### config.mk
export PLATFORM = sky130hd
export DESIGN_NAME = acr_top
export DESIGN_NICKNAME = d
export VERILOG_FILES = /design/src/inc/acr_pkg.sv /design/src/logic/acr_conv_timer.sv /design/src/logic/acr_comparator.sv /design/src/logic/acr_top.sv
export SDC_FILE = /design/constraint.sdc
export NUM_CORES = 1
export LEC_CHECK = 0
export BUFFER_PORTS_ARGS = -buffer_cell sky130_fd_sc_hd__buf_2
export CELL_PAD_IN_SITES_DETAIL_PLACEMENT = 0
export CELL_PAD_IN_SITES_GLOBAL_PLACEMENT = 1
export CORE_MARGIN = 2
export CORE_UTILIZATION = 40
export DETAILED_ROUTE_END_ITERATION = 6
export HOLD_SLACK_MARGIN = 0.1
export PLACE_DENSITY_LB_ADDON = 0.1
export RECOVER_POWER = 50
export SETUP_SLACK_MARGIN = 0.4
export SLEW_MARGIN = 0
export SYNTH_ARGS = -nofsm -noshare
export SYNTH_HDL_FRONTEND = slang
export SYNTH_HIERARCHICAL = 1
export SYNTH_SLANG_ARGS = --single-unit
### constraint.sdc
create_clock -name i_ref_clk -period 11.4 [get_ports i_ref_clk]
set_input_delay 2.85 -clock i_ref_clk [delete_from_list [all_inputs] [get_ports i_ref_clk]]
set_output_delay 2.85 -clock i_ref_clk [all_outputs]
set_load 0.01 [all_outputs]
### src/inc/acr_pkg.sv
package acr_pkg;

    // Core clock rate and derived cycle counts.
    localparam longint CLK_HZ = 100_000_000;
    localparam longint CLK_PERIOD_NS = 10;
    localparam longint CYC_PER_MS = CLK_HZ / 1000;
    localparam int CNT_W = 40;

    // Conversion times in milliseconds, one per speed code.
    localparam longint CONV_T0_MS = 24;
    localparam longint CONV_T1_MS = 12;
    localparam longint CONV_T2_MS = 6;
    localparam longint CONV_T3_MS = 3;
    localparam logic [CNT_W-1:0] CONV_CYC0 = CNT_W'(CONV_T0_MS * CYC_PER_MS);
    localparam logic [CNT_W-1:0] CONV_CYC1 = CNT_W'(CONV_T1_MS * CYC_PER_MS);
    localparam logic [CNT_W-1:0] CONV_CYC2 = CNT_W'(CONV_T2_MS * CYC_PER_MS);
    localparam logic [CNT_W-1:0] CONV_CYC3 = CNT_W'(CONV_T3_MS * CYC_PER_MS);

    // Periodic read intervals in seconds.
    localparam longint PERIOD_SEC_S = 1;
    localparam longint PERIOD_MIN_S = 60;
    localparam logic [CNT_W-1:0] SEC_CYC = CNT_W'(PERIOD_SEC_S * CLK_HZ);
    localparam logic [CNT_W-1:0] MIN_CYC = CNT_W'(PERIOD_MIN_S * CLK_HZ);

    // Register offsets.
    localparam logic [7:0] ADDR_CTRL_PRIMARY = 8'h40;
    localparam logic [7:0] ADDR_CMP_SOURCE = 8'h41;
    localparam logic [7:0] ADDR_VBAT_HI = 8'h42;
    localparam logic [7:0] ADDR_VBAT_LO = 8'h43;
    localparam logic [7:0] ADDR_THERM_HI = 8'h44;
    localparam logic [7:0] ADDR_THERM_LO = 8'h45;
    localparam logic [7:0] ADDR_ICHG_HI = 8'h46;
    localparam logic [7:0] ADDR_ICHG_LO = 8'h47;
    localparam logic [7:0] ADDR_AUX_HI = 8'h48;
    localparam logic [7:0] ADDR_AUX_LO = 8'h49;
    localparam logic [7:0] ADDR_VIN_HI = 8'h4a;
    localparam logic [7:0] ADDR_VIN_LO = 8'h4b;

    // Reset values.
    localparam logic [7:0] CTRL_PRIMARY_RST = 8'h02;
    localparam logic [7:0] CMP_SOURCE_RST = 8'h40;
    localparam logic [15:0] RESULT_RST = 16'h0000;

    // Field positions.
    localparam int RATE_LSB = 6;
    localparam int TRIG_BIT = 5;
    localparam int SPEED_LSB = 3;
    localparam int CMP1_LSB = 0;
    localparam int CMP2_LSB = 5;
    localparam int CMP3_LSB = 2;

    typedef enum logic [1:0] {
        RATE_MANUAL = 2'b00,
        RATE_CONT = 2'b01,
        RATE_SEC = 2'b10,
        RATE_MIN = 2'b11
    } acr_rate_e;

    typedef enum logic [2:0] {
        CH_OFF = 3'b000,
        CH_AUX = 3'b001,
        CH_THERM = 3'b010,
        CH_VBAT = 3'b011,
        CH_ICHG = 3'b100,
        CH_VIN = 3'b101,
        CH_RAIL = 3'b110,
        CH_IIN = 3'b111
    } acr_chan_e;

    typedef struct packed {
        logic [15:0] vbat;
        logic [15:0] therm;
        logic [15:0] ichg;
        logic [15:0] aux;
        logic [15:0] supply_input_voltage;
        logic [15:0] rail;
        logic [15:0] input_current;
    } acr_samples_s;

    typedef struct packed {
        logic wr;
        logic rd;
        logic [7:0] addr;
        logic [7:0] wdata;
    } acr_reg_req_s;

endpackage

### src/logic/acr_conv_timer.sv
module acr_conv_timer #(
    parameter logic [acr_pkg::CNT_W-1:0] P_CYC0 = acr_pkg::CONV_CYC0,
    parameter logic [acr_pkg::CNT_W-1:0] P_CYC1 = acr_pkg::CONV_CYC1,
    parameter logic [acr_pkg::CNT_W-1:0] P_CYC2 = acr_pkg::CONV_CYC2,
    parameter logic [acr_pkg::CNT_W-1:0] P_CYC3 = acr_pkg::CONV_CYC3
) (
    input wire logic i_ref_clk, // Core clock.
    input wire logic i_srst, // Synchronous reset, active high.
    input wire logic i_start, // Start pulse, honoured when idle.
    input wire logic [1:0] i_speed, // Conversion speed code.
    output logic o_busy, // Conversion in progress.
    output logic o_done // Last cycle of a conversion.
);
    localparam int W = acr_pkg::CNT_W;

    logic busy_q;
    logic [W-1:0] cnt_q;
    logic [W-1:0] dur_sel;
    logic [W-1:0] dur_q;
    logic [W-1:0] elapsed_q;

    // The speed code picks the length of one conversion.
    always_comb begin
        unique case (i_speed)
            2'b00: dur_sel = P_CYC0;
            2'b01: dur_sel = P_CYC1;
            2'b10: dur_sel = P_CYC2;
            2'b11: dur_sel = P_CYC3;
        endcase
    end

    // Down counter; the speed is latched at start so a rewrite cannot stretch a run.
    always_ff @(posedge i_ref_clk) begin
        if (i_srst) begin
            busy_q <= 1'b0;
            cnt_q <= '0;
        end else if (i_start && !busy_q) begin
            busy_q <= 1'b1;
            cnt_q <= dur_sel - W'(1);
        end else if (busy_q) begin
            if (cnt_q == '0) begin
                busy_q <= 1'b0;
            end else begin
                cnt_q <= cnt_q - W'(1);
            end
        end
    end

    assign o_busy = busy_q;
    assign o_done = busy_q && (cnt_q == '0);

    // Elapsed-time tracker that only the checks below read.
    always_ff @(posedge i_ref_clk) begin
        if (i_srst) begin
            elapsed_q <= '0;
            dur_q <= '0;
        end else if (i_start && !busy_q) begin
            elapsed_q <= W'(1);
            dur_q <= dur_sel;
        end else if (busy_q) begin
            elapsed_q <= elapsed_q + W'(1);
        end
    end

    chk_conv_duration: assert property (@(posedge i_ref_clk) disable iff (i_srst)
        o_done |-> (elapsed_q == dur_q))
        else $error("conversion length differs from the selected speed");

    chk_done_ends_run: assert property (@(posedge i_ref_clk) disable iff (i_srst)
        o_done && !i_start |=> !o_busy)
        else $error("busy still high after the done cycle");

endmodule

### src/logic/acr_comparator.sv
module acr_comparator (
    input wire logic i_ref_clk, // Core clock.
    input wire logic i_srst, // Synchronous reset, active high.
    input wire logic i_eval, // A fresh measurement is present.
    input wire logic [2:0] i_source, // Channel code, zero disables.
    input wire logic [15:0] i_value, // Measurement of the selected channel.
    input wire logic [15:0] i_thresh, // Threshold.
    input wire logic i_polarity, // Zero fires going below, one going above.
    input wire logic i_flag_clr, // Clears the sticky flag.
    output logic o_flag, // Sticky crossing flag.
    output logic o_event // One-cycle interrupt pulse.
);
    logic side_q;
    logic flag_q;
    logic event_q;
    logic beyond;
    logic hit;

    // A crossing is the first measurement on the trigger side of the threshold.
    assign beyond = i_polarity ? (i_value > i_thresh) : (i_value < i_thresh);
    assign hit = i_eval && (i_source != 3'h0) && beyond && !side_q;

    // Remembers the side of the last measurement; forgotten while disabled.
    always_ff @(posedge i_ref_clk) begin
        if (i_srst || i_source == 3'h0) begin
            side_q <= 1'b0;
        end else if (i_eval) begin
            side_q <= beyond;
        end
    end

    // A new crossing wins over a clear in the same cycle.
    always_ff @(posedge i_ref_clk) begin
        if (i_srst) begin
            flag_q <= 1'b0;
            event_q <= 1'b0;
        end else begin
            event_q <= hit;
            flag_q <= hit || (flag_q && !i_flag_clr);
        end
    end

    assign o_flag = flag_q;
    assign o_event = event_q;

    chk_crossing_flags: assert property (@(posedge i_ref_clk) disable iff (i_srst)
        i_eval && i_source != 3'h0 && beyond && !side_q |=> o_event && o_flag)
        else $error("crossing did not raise flag and event");

    chk_disabled_quiet: assert property (@(posedge i_ref_clk) disable iff (i_srst)
        i_source == 3'h0 |=> !o_event)
        else $error("disabled comparator raised an event");

endmodule

### src/logic/acr_top.sv
// Notes on behaviour
// Read rate picks manual, continuous, second, minute; the code applies it only in battery-only operation and uses manual otherwise
// Host sets trigger; device clears after conversion
// Speed code selects 24, 12, 6, 3 ms
// Comparator one source field, resets to thermistor
// Comparator two source in bits 7:5
// Comparator three source in bits 4:2, off
// Battery voltage result at 0x42 and 0x43
// Thermistor result at 0x44 and 0x45
// Charge current result at 0x46 and 0x47
// Auxiliary input result at 0x48 and 0x49
// Supply input result at 0x4a and 0x4b
// Enabled comparator flags crossing per polarity
// Both result bytes update from one conversion
module acr_top #(
    parameter logic [acr_pkg::CNT_W-1:0] P_CONV0_CYC = acr_pkg::CONV_CYC0,
    parameter logic [acr_pkg::CNT_W-1:0] P_CONV1_CYC = acr_pkg::CONV_CYC1,
    parameter logic [acr_pkg::CNT_W-1:0] P_CONV2_CYC = acr_pkg::CONV_CYC2,
    parameter logic [acr_pkg::CNT_W-1:0] P_CONV3_CYC = acr_pkg::CONV_CYC3,
    parameter logic [acr_pkg::CNT_W-1:0] P_SEC_CYC = acr_pkg::SEC_CYC,
    parameter logic [acr_pkg::CNT_W-1:0] P_MIN_CYC = acr_pkg::MIN_CYC
) (
    input wire logic i_ref_clk, // Core clock, 100 MHz.
    input wire logic i_srst, // Synchronous reset, active high.
    input wire acr_pkg::acr_reg_req_s i_reg_req, // Register access from the bus slave.
    output logic [7:0] o_reg_rdata, // Read data.
    output logic o_reg_rvalid, // Read data valid, one cycle.
    input wire logic i_bat_only, // Device runs from the battery alone.
    input wire acr_pkg::acr_samples_s i_samples, // Converter front-end values.
    input wire logic [2:0][15:0] i_cmp_thresh, // Thresholds of comparators 1..3.
    input wire logic [2:0] i_cmp_polarity, // Comparator polarities.
    input wire logic [2:0] i_cmp_flag_clr, // Flag clears.
    output logic [2:0] o_cmp_flag, // Sticky comparator flags.
    output logic [2:0] o_cmp_irq, // Comparator interrupt pulses.
    output logic o_conv_busy, // Conversion in progress.
    output logic o_conv_done // One-cycle pulse after each conversion.
);
    localparam int W = acr_pkg::CNT_W;

    typedef enum logic [1:0] {
        ST_IDLE = 2'b00,
        ST_CONV = 2'b01,
        ST_WAIT = 2'b10
    } acr_sched_e;

    acr_sched_e state_q;
    logic [7:0] ctrl_q;
    logic [7:0] src_q;
    acr_pkg::acr_samples_s results_q;
    logic [W-1:0] period_q;
    logic [7:0] rdata_q;
    logic rvalid_q;
    logic done_q;
    logic wr_ctrl;
    logic wr_src;
    logic trig;
    logic [1:0] rate_eff;
    logic start;
    logic tmr_busy;
    logic tmr_done;
    logic [2:0][2:0] cmp_src;
    logic [W-1:0] gap_q;
    logic [1:0] gap_rate_q;
    logic gap_ok_q;

    assign wr_ctrl = i_reg_req.wr && (i_reg_req.addr == acr_pkg::ADDR_CTRL_PRIMARY);
    assign wr_src = i_reg_req.wr && (i_reg_req.addr == acr_pkg::ADDR_CMP_SOURCE);
    assign trig = ctrl_q[acr_pkg::TRIG_BIT];

    // Outside battery-only operation only the trigger starts a conversion.
    assign rate_eff = i_bat_only ? ctrl_q[acr_pkg::RATE_LSB +: 2] : 2'(acr_pkg::RATE_MANUAL);

    // Comparator channel fields.
    assign cmp_src[0] = ctrl_q[acr_pkg::CMP1_LSB +: 3];
    assign cmp_src[1] = src_q[acr_pkg::CMP2_LSB +: 3];
    assign cmp_src[2] = src_q[acr_pkg::CMP3_LSB +: 3];

    // Primary control; a host write of one wins over the completion clear.
    always_ff @(posedge i_ref_clk) begin
        if (i_srst) begin
            ctrl_q <= acr_pkg::CTRL_PRIMARY_RST;
        end else if (wr_ctrl) begin
            ctrl_q <= i_reg_req.wdata;
        end else if (tmr_done) begin
            ctrl_q[acr_pkg::TRIG_BIT] <= 1'b0;
        end
    end

    // Comparator source control; the two low bits are kept as written.
    always_ff @(posedge i_ref_clk) begin
        if (i_srst) begin
            src_q <= acr_pkg::CMP_SOURCE_RST;
        end else if (wr_src) begin
            src_q <= i_reg_req.wdata;
        end
    end

    // A conversion is launched from idle by the trigger or by an automatic rate.
    assign start = (state_q == ST_IDLE) &&
                   ((rate_eff != 2'(acr_pkg::RATE_MANUAL)) || trig);

    // Scheduler: converting, then waiting out the period in the timed rates.
    always_ff @(posedge i_ref_clk) begin
        if (i_srst) begin
            state_q <= ST_IDLE;
        end else begin
            unique case (state_q)
                ST_IDLE: begin
                    if (start) begin
                        state_q <= ST_CONV;
                    end
                end
                ST_CONV: begin
                    if (tmr_done) begin
                        if (rate_eff == 2'(acr_pkg::RATE_SEC) ||
                            rate_eff == 2'(acr_pkg::RATE_MIN)) begin
                            state_q <= ST_WAIT;
                        end else begin
                            state_q <= ST_IDLE;
                        end
                    end
                end
                ST_WAIT: begin
                    // Leaving one cycle early makes start-to-start exactly one period.
                    if (period_q <= W'(1) || rate_eff == 2'(acr_pkg::RATE_MANUAL) ||
                        rate_eff == 2'(acr_pkg::RATE_CONT)) begin
                        state_q <= ST_IDLE;
                    end
                end
                default: begin
                    state_q <= ST_IDLE;
                end
            endcase
        end
    end

    // Period counter, measured from one start to the next.
    always_ff @(posedge i_ref_clk) begin
        if (i_srst) begin
            period_q <= '0;
        end else if (start) begin
            if (rate_eff == 2'(acr_pkg::RATE_MIN)) begin
                period_q <= P_MIN_CYC - W'(1);
            end else begin
                period_q <= P_SEC_CYC - W'(1);
            end
        end else if (period_q != '0) begin
            period_q <= period_q - W'(1);
        end
    end

    acr_conv_timer #(
        .P_CYC0(P_CONV0_CYC),
        .P_CYC1(P_CONV1_CYC),
        .P_CYC2(P_CONV2_CYC),
        .P_CYC3(P_CONV3_CYC)
    ) u_timer (
        .i_ref_clk(i_ref_clk),
        .i_srst(i_srst),
        .i_start(start),
        .i_speed(ctrl_q[acr_pkg::SPEED_LSB +: 2]),
        .o_busy(tmr_busy),
        .o_done(tmr_done)
    );

    // All channels are captured in one edge so high and low bytes always match.
    always_ff @(posedge i_ref_clk) begin
        if (i_srst) begin
            results_q <= '0;
        end else if (tmr_done) begin
            results_q <= i_samples;
        end
    end

    // Completion pulse for the surrounding logic.
    always_ff @(posedge i_ref_clk) begin
        if (i_srst) begin
            done_q <= 1'b0;
        end else begin
            done_q <= tmr_done;
        end
    end

    // Picks a channel's fresh measurement by its code.
    function automatic logic [15:0] pick(input acr_pkg::acr_samples_s s, input logic [2:0] c);
        logic [15:0] v;
        v = 16'h0000;
        unique case (c)
            3'h0: v = 16'h0000;
            3'h1: v = s.aux;
            3'h2: v = s.therm;
            3'h3: v = s.vbat;
            3'h4: v = s.ichg;
            3'h5: v = s.supply_input_voltage;
            3'h6: v = s.rail;
            3'h7: v = s.input_current;
        endcase
        return v;
    endfunction

    // Three comparators, each judging the conversion that just ended.
    for (genvar g = 0; g < 3; g++) begin : g_cmp
        acr_comparator u_cmp (
            .i_ref_clk(i_ref_clk),
            .i_srst(i_srst),
            .i_eval(tmr_done),
            .i_source(cmp_src[g]),
            .i_value(pick(i_samples, cmp_src[g])),
            .i_thresh(i_cmp_thresh[g]),
            .i_polarity(i_cmp_polarity[g]),
            .i_flag_clr(i_cmp_flag_clr[g]),
            .o_flag(o_cmp_flag[g]),
            .o_event(o_cmp_irq[g])
        );
    end

    // Read port: one cycle of latency, unmapped offsets read as zero.
    always_ff @(posedge i_ref_clk) begin
        if (i_srst) begin
            rdata_q <= 8'h00;
            rvalid_q <= 1'b0;
        end else begin
            rvalid_q <= i_reg_req.rd;
            if (i_reg_req.rd) begin
                unique case (i_reg_req.addr)
                    acr_pkg::ADDR_CTRL_PRIMARY: rdata_q <= ctrl_q;
                    acr_pkg::ADDR_CMP_SOURCE: rdata_q <= src_q;
                    acr_pkg::ADDR_VBAT_HI: rdata_q <= results_q.vbat[15:8];
                    acr_pkg::ADDR_VBAT_LO: rdata_q <= results_q.vbat[7:0];
                    acr_pkg::ADDR_THERM_HI: rdata_q <= results_q.therm[15:8];
                    acr_pkg::ADDR_THERM_LO: rdata_q <= results_q.therm[7:0];
                    acr_pkg::ADDR_ICHG_HI: rdata_q <= results_q.ichg[15:8];
                    acr_pkg::ADDR_ICHG_LO: rdata_q <= results_q.ichg[7:0];
                    acr_pkg::ADDR_AUX_HI: rdata_q <= results_q.aux[15:8];
                    acr_pkg::ADDR_AUX_LO: rdata_q <= results_q.aux[7:0];
                    acr_pkg::ADDR_VIN_HI: rdata_q <= results_q.supply_input_voltage[15:8];
                    acr_pkg::ADDR_VIN_LO: rdata_q <= results_q.supply_input_voltage[7:0];
                    default: rdata_q <= 8'h00;
                endcase
            end
        end
    end

    assign o_reg_rdata = rdata_q;
    assign o_reg_rvalid = rvalid_q;
    assign o_conv_busy = tmr_busy;
    assign o_conv_done = done_q;

    // Cycles since the last start, and whether the rate has held since; read by checks only.
    always_ff @(posedge i_ref_clk) begin
        if (i_srst) begin
            gap_q <= '0;
            gap_rate_q <= 2'(acr_pkg::RATE_MANUAL);
            gap_ok_q <= 1'b0;
        end else if (start) begin
            gap_q <= W'(1);
            gap_rate_q <= rate_eff;
            gap_ok_q <= 1'b1;
        end else begin
            gap_q <= gap_q + W'(1);
            gap_ok_q <= gap_ok_q && (rate_eff == gap_rate_q);
        end
    end

    chk_trig_self_clear: assert property (@(posedge i_ref_clk) disable iff (i_srst)
        tmr_done && !wr_ctrl |=> !trig)
        else $error("trigger bit not cleared after conversion");

    chk_manual_idle: assert property (@(posedge i_ref_clk) disable iff (i_srst)
        state_q == ST_IDLE && rate_eff == 2'(acr_pkg::RATE_MANUAL) && !trig |=> !tmr_busy)
        else $error("manual mode converted without a trigger");

    chk_trig_launch: assert property (@(posedge i_ref_clk) disable iff (i_srst)
        state_q == ST_IDLE && trig |=> tmr_busy)
        else $error("trigger did not launch a conversion");

    chk_cont_restart: assert property (@(posedge i_ref_clk) disable iff (i_srst)
        tmr_done && rate_eff == 2'(acr_pkg::RATE_CONT) && !i_reg_req.wr
        ##1 rate_eff == 2'(acr_pkg::RATE_CONT) |=> tmr_busy)
        else $error("continuous mode did not restart");

    chk_wait_no_conv: assert property (@(posedge i_ref_clk) disable iff (i_srst)
        state_q == ST_WAIT |-> !tmr_busy && period_q <= P_MIN_CYC)
        else $error("conversion ran during the wait period");

    chk_result_pairs: assert property (@(posedge i_ref_clk) disable iff (i_srst)
        tmr_done |=> results_q == $past(i_samples))
        else $error("results not taken from one conversion");

    chk_vbat_read: assert property (@(posedge i_ref_clk) disable iff (i_srst)
        i_reg_req.rd && i_reg_req.addr == acr_pkg::ADDR_VBAT_HI
        |=> o_reg_rvalid && o_reg_rdata == $past(results_q.vbat[15:8]))
        else $error("battery high byte read wrong");

    chk_source_reset: assert property (@(posedge i_ref_clk)
        $past(i_srst) && !i_srst |-> src_q == acr_pkg::CMP_SOURCE_RST
        && ctrl_q == acr_pkg::CTRL_PRIMARY_RST)
        else $error("control registers not at reset value");

    // Timed rates assume a conversion shorter than the period, true for every speed code.
    chk_second_spacing: assert property (@(posedge i_ref_clk) disable iff (i_srst)
        start && gap_ok_q && rate_eff == gap_rate_q && rate_eff == 2'(acr_pkg::RATE_SEC)
        |-> gap_q == P_SEC_CYC)
        else $error("one-second rate spacing wrong");

    chk_minute_spacing: assert property (@(posedge i_ref_clk) disable iff (i_srst)
        start && gap_ok_q && rate_eff == gap_rate_q && rate_eff == 2'(acr_pkg::RATE_MIN)
        |-> gap_q == P_MIN_CYC)
        else $error("one-minute rate spacing wrong");

    chk_source_write: assert property (@(posedge i_ref_clk) disable iff (i_srst)
        wr_src |=> src_q == $past(i_reg_req.wdata))
        else $error("source register did not take the written value");

endmodule

* Yosys cells after proc, flatten, opt, wreduce, memory -nomap -nowiden *
Cells that the tools add are included.

word-level totals
  flip-flop bits (word level) = 198
  input port bits = 187
  logic and storage cells = 155

operators by class
  add/sub/neg operators = 3
  $lt $le $gt $ge = 7
  equality and inequality tests = 45
  multiplexer cells = 25
  reduce and logical (&&, ||, !) cells = 51

operator list
  operator                                              number
  case mux 16 bit (8 select lines)                      3
  2-to-1 mux 40 bit                                     5
  case mux 40 bit (4 select lines)                      1
  subtractor 40 x 1 -> 40 bit, second input constant    3
  equality test 8 x 7 -> 1 bit, second input constant   12
  case mux 8 bit (12 select lines)                      1
  > comparator 16 bit                                   3
  less-than comparator 16 bit                           3
  <= comparator 40 x 1 -> 1 bit, second input constant  1
  logical NOT 40 bit                                    1
  nonzero test 40 bit                                   1
  equality test 3 bit, second input constant            12
  2-to-1 mux 33 bit                                     1
  equality test 3 x 2 -> 1 bit, second input constant   6
  logical AND 1 bit                                     17
  equality test 2 bit, second input constant            5
  logical OR 1 bit                                      10
  2-to-1 mux 2 bit                                      5
  equality test 3 x 1 -> 1 bit, second input constant   3
  logical NOT 3 bit                                     3
  nonzero test 3 bit                                    3
  2-to-1 mux 1 bit                                      8
  nonzero test 2 bit                                    4
  logical NOT 1 bit                                     7
  7 further kinds                                       13

* Depth between registers and ports, before layout *
  depth after elaboration = 7
  depth in mapped cells = 16
  gate-level depth less buffers = 12

* Modules after synthesis *
The synthesis kept the hierarchy.

modules (own cells, without submodules)
  module                               instances  cells each  area an instance (um^2)
  acr_top                              1          1079        9624.2
  acr_conv_timer                       1          358         2736.4
  acr_comparator (g_cmp[0].u_cmp ...)  2          76          579.3
  acr_comparator (g_cmp[2].u_cmp)      1          74          564.3

* Worst setup path before layout *
No wires, ideal clock.

  path kind = input port to flip-flop
  from = input i_bat_only
  to = register u_timer.cnt_q[38]
  library setup time = 0.133 ns
  arrival = 6.241 ns
  data required time = 11.267 ns
  path slack = 5.026 ns
  stages = 16
  cells stage by stage = nor2_1 > or3_1 > inv_1 > buf_1 > or2b_1 > buf_2 > clkbuf_1 > clkbuf_1 > nand2_1 > ha_1 > nor3b_1 > and4_1 > o211ai_2 > or2_1 > o41ai_1 > o41ai_1

on the way
  cells in the longest elaborated chain, start to end = 7

RTL lines
  item                                                                                 line                  source
  from (decl)                                                                          acr_top.sv:28         input wire logic i_bat_only,
  2-to-1 mux 2 bit *                                                                   acr_top.sv:71         assign rate_eff = i_bat_only ? ctrl_q[acr_pkg::RATE_LSB +: 2] : 2'(acr_pkg::RATE_MANUAL);
  nonzero test 2 bit *                                                                 acr_top.sv:100        ((rate_eff != 2'(acr_pkg::RATE_MANUAL)) || trig);
  logical OR 1 bit *                                                                   acr_top.sv:100
  logical AND 1 bit *                                                                  acr_top.sv:99         assign start = (state_q == ST_IDLE) &&
  named net start                                                                      acr_top.sv:58         logic start;
  logical AND 1 bit *                                                                  acr_conv_timer.sv:37  end else if (i_start && !busy_q) begin
  inequality test 2 bit (no source line) / nonzero test 2 bit (equally long branches)  n/a
  AND reduction 2 bit (no source line)                                                 n/a
  to (signal assigned)                                                                 acr_conv_timer.sv:39  cnt_q <= dur_sel - W'(1);
  to (signal assigned)                                                                 acr_conv_timer.sv:44  cnt_q <= cnt_q - W'(1);
  to (decl)                                                                            acr_conv_timer.sv:17  logic [W-1:0] cnt_q;

Mark *: on every way through the listed nets, which the timed path passes. The rest lies on a longest branch.
A chain may end at the register's enable or synchronous reset.

==> out/results.txt <==
Seq/Total Area, Yosys - 0.281
Crit Path Category - in -> reg
Post-synth EDFFs - 0
I/O Buffers - 203
Core ar. - 0.0346 mm²
Final Setup Violations - 0
TNS Setup - 0 ps
crit start category - input port
via count - 13700
die area - 0.0367 mm²
Max-slew headroom - -0.670
Die Height - 192 µm
Slew Limit Fails - 93
min cycle time layout - 7020 ps
hold path start - src_q[0]
top_reg_cell synth - dfxtp_1
post_cts resized - 0
drt total wl - 51700 µm
CTS Buf Count - 17
CP Cell Sequence - clkbuf_1, clkbuf_1, buf_4, a21oi_1, o21a_1
Clock Latency Late Sink - 460 ps
Die W - 192 µm
Global Route met2 Usage - 0.457
Rows - 68
RSZ-0062 raised after global routing - no
Hold Path Depth - 2
Hold WC Path Type - reg -> reg
Tcrit/Tclk final - 0.615
pwr dens - 134 mW/mm²
CP endpoint kind - flip-flop
drt drc - 0
Critical-path top delay cell - clkbuf_1
initial antenna violation count - 7
cts hold-fix bufs - 0
syn avg cell area - 8.47 µm²
clk slew on worst S/H paths - 80 ps
leak pwr - 0.00628 µW
Req. time, crit path - 11760 ps
Worst R2R Start - state_q[1]
Worst Tran Pin Value - 2510 ps
Post-Syn Nets - 1908
register bit total from synthesis - 198
Wirelength per Cell - 22.8 µm
Synth Instances - 1663
worst hold margin - 480 ps
clk_skew - 20.3 ps
warning count from the yosys run - 6
IO Count - 204
Critical Path AT - 7380 ps
Remaining Overflow, GRT - 0
CTS sink cnt - 198
nets - 2040
deepest clock path buffer count - 2
first-pass GRT wire length - 78000 µm
Crit path top cell by count - clkbuf_1
Achievable Freq - 0.143 GHz
initial core utilization - 0.407
GRT Total Usage - 0.282
Post-CTS Setup Bufs - 0
number of max-cap violations - 2
Crit path largest cell delay - 1860 ps
Worst Hold End - src_q[0]
status - finished, violations left
Reg-to-Reg End - u_timer/cnt_q[38]
Routed Antenna Nets - 0
via-per-instance ratio - 6.06
Final Hold Viols - 0
Max FO, Critical Path - 80
vias in the first global route - 12900
area grow syn2layout - 13.5%
largest net degree at the start of global routing - 81
fraction of layout cells with a size suffix above 1 - 0.205
count of cell types in the netlist - 89
violated checks - max-capacitance violations, max-slew violations
maximum vdd drop - 0.130 mV
Pwr Total - 2140 µW
global route hottest layer - met2
clock root buffer - clkbuf_16
M3 GR Usage - 0.0411
R2R Setup Slk - 6830 ps
Post-synth ARST share - 0
htree depth - 4
CTS tree - done
mapped cell area - 0.0141 mm²
detailed placement HPWL - 38400 µm
routability cong. - 0.955
detailed router's first-iteration violation count - 1233
worst-case reg-to-reg path depth - 14
drt first pass iters - 5
M1 GR Usage - 0.375
[where the power goes]
part	internal, µW	total, µW	switching [µW]
combinational	272	710	438
clock	304	615	312
sequential	748	816	67.2
[flip-flops by register name (all words and copies together), names as in the netlist]
register             flops
results_q               80
period_q                40
u_timer/cnt_q           40
ctrl_q                   8
o_reg_rdata              8
src_q                    8
g_cmp.u_cmp/o_event      3
g_cmp.u_cmp/o_flag       3
g_cmp.u_cmp/side_q       3
state_q                  2
o_conv_done              1
o_reg_rvalid             1
u_timer/o_busy           1
[metal layers]
| layer | share of wire | vias up | routed length, µm |
|---|---|---|---|
| met5 | 0.00066 | - | 34 |
| met4 | 0.035 | 6 | 1800 |
| met3 | 0.061 | 77 | 3170 |
| met2 | 0.47 | 522 | 24100 |
| met1 | 0.44 | 6602 | 22600 |
| li1 | - | 6527 | - |
[worst max-delay path by stage]
stage,depth (start not counted),slack (ps),to,start
after floorplan,16,5030,u_timer/cnt_q[38],i_bat_only
after global placement,15,4710,u_timer/cnt_q[38],i_bat_only
after detailed placement,15,4620,u_timer/cnt_q[38],i_bat_only
after CTS,15,5100,u_timer/cnt_q[38],i_bat_only
after global routing,5,3890,o_reg_rdata[6],i_srst
final,5,4380,o_reg_rdata[6],i_srst
[metrics by stage]
step                      std cells  setup slack [ps]  instance area (µm²)   util
after floorplan                1663              5030                14100      -
after global routing           2265              3890                16000  0.461
after detailed placement       2231              4620                15400  0.445
final                          2267              4380                16000  0.461
after CTS                      2263              5100                16000  0.462
after global placement         2231              4710                15400  0.445
[cell usage after synthesis, drive strengths merged, types with 7 or more instances]
cell,instances,share of area
o21ai,50,0.018
nor3,43,0.016
or3,25,0.011
o211ai,10,0.0057
a22oi,28,0.015
a221oi,34,0.021
ha,58,0.052
or2,11,0.0051
a31oi,23,0.010
or4,25,0.014
mux2,49,0.040
nand2,104,0.028
nand2b,16,0.0071
mux4,40,0.064
nor2b,27,0.012
a21o,14,0.0075
clkbuf,80,0.021
nor2,174,0.046
dfxtp,198,0.28
and4,7,0.0044
buf,31,0.0093
a311oi,7,0.0044
a221o,9,0.0064
a22o,20,0.012
nand3,53,0.019
nor4,39,0.022
a211oi,10,0.0060
mux2i,124,0.088
a21oi,106,0.038
o31ai,18,0.0096
inv,91,0.024
xnor2,8,0.0050
nand4,28,0.012
[placed cells by master (no fill, tap or decap), types with 40 or more instances in the layout]
master,Yosys,final
nand2_1,103,103
ha_1,58,58
a21oi_1,106,106
buf_2,9,186
mux4_2,40,40
inv_1,91,91
o21ai_0,49,50
nor2_1,174,174
nand3_1,53,53
nor3_1,41,41
mux2_2,46,46
dfxtp_1,198,193
mux2i_1,124,124
[cells by family after synthesis]
| kind of cell | Yosys count | synth area share |
|---|---|---|
| AOI/OAI and AO/OA | 390 | 0.192 |
| xor gates and xnor gates | 11 | 0.00684 |
| adders and majority gates | 58 | 0.0515 |
| buffers and inverters | 204 | 0.0555 |
| DFF | 198 | 0.281 |
| muxes | 213 | 0.192 |
| and+or+nand+nor | 589 | 0.221 |
[area by class of cell]
| type | instances | area (µm²) |
|---|---|---|
| fill | 3455 | 18600 |
| multi-input combinational | 1261 | 9350 |
| sequential | 198 | 3970 |
| timing repair buffer | 224 | 1150 |
| tap | 455 | 569 |
| clock buffer | 19 | 453 |
| inverter | 93 | 349 |
| clock inverter | 13 | 130 |
| antenna | 4 | 10.0 |
[worst max-delay path: cells and delay by family]
kind,cells,cell delay [ps]
compound gates,2,220
buf+inv,3,4250
Power figures use the tool's default switching activity.
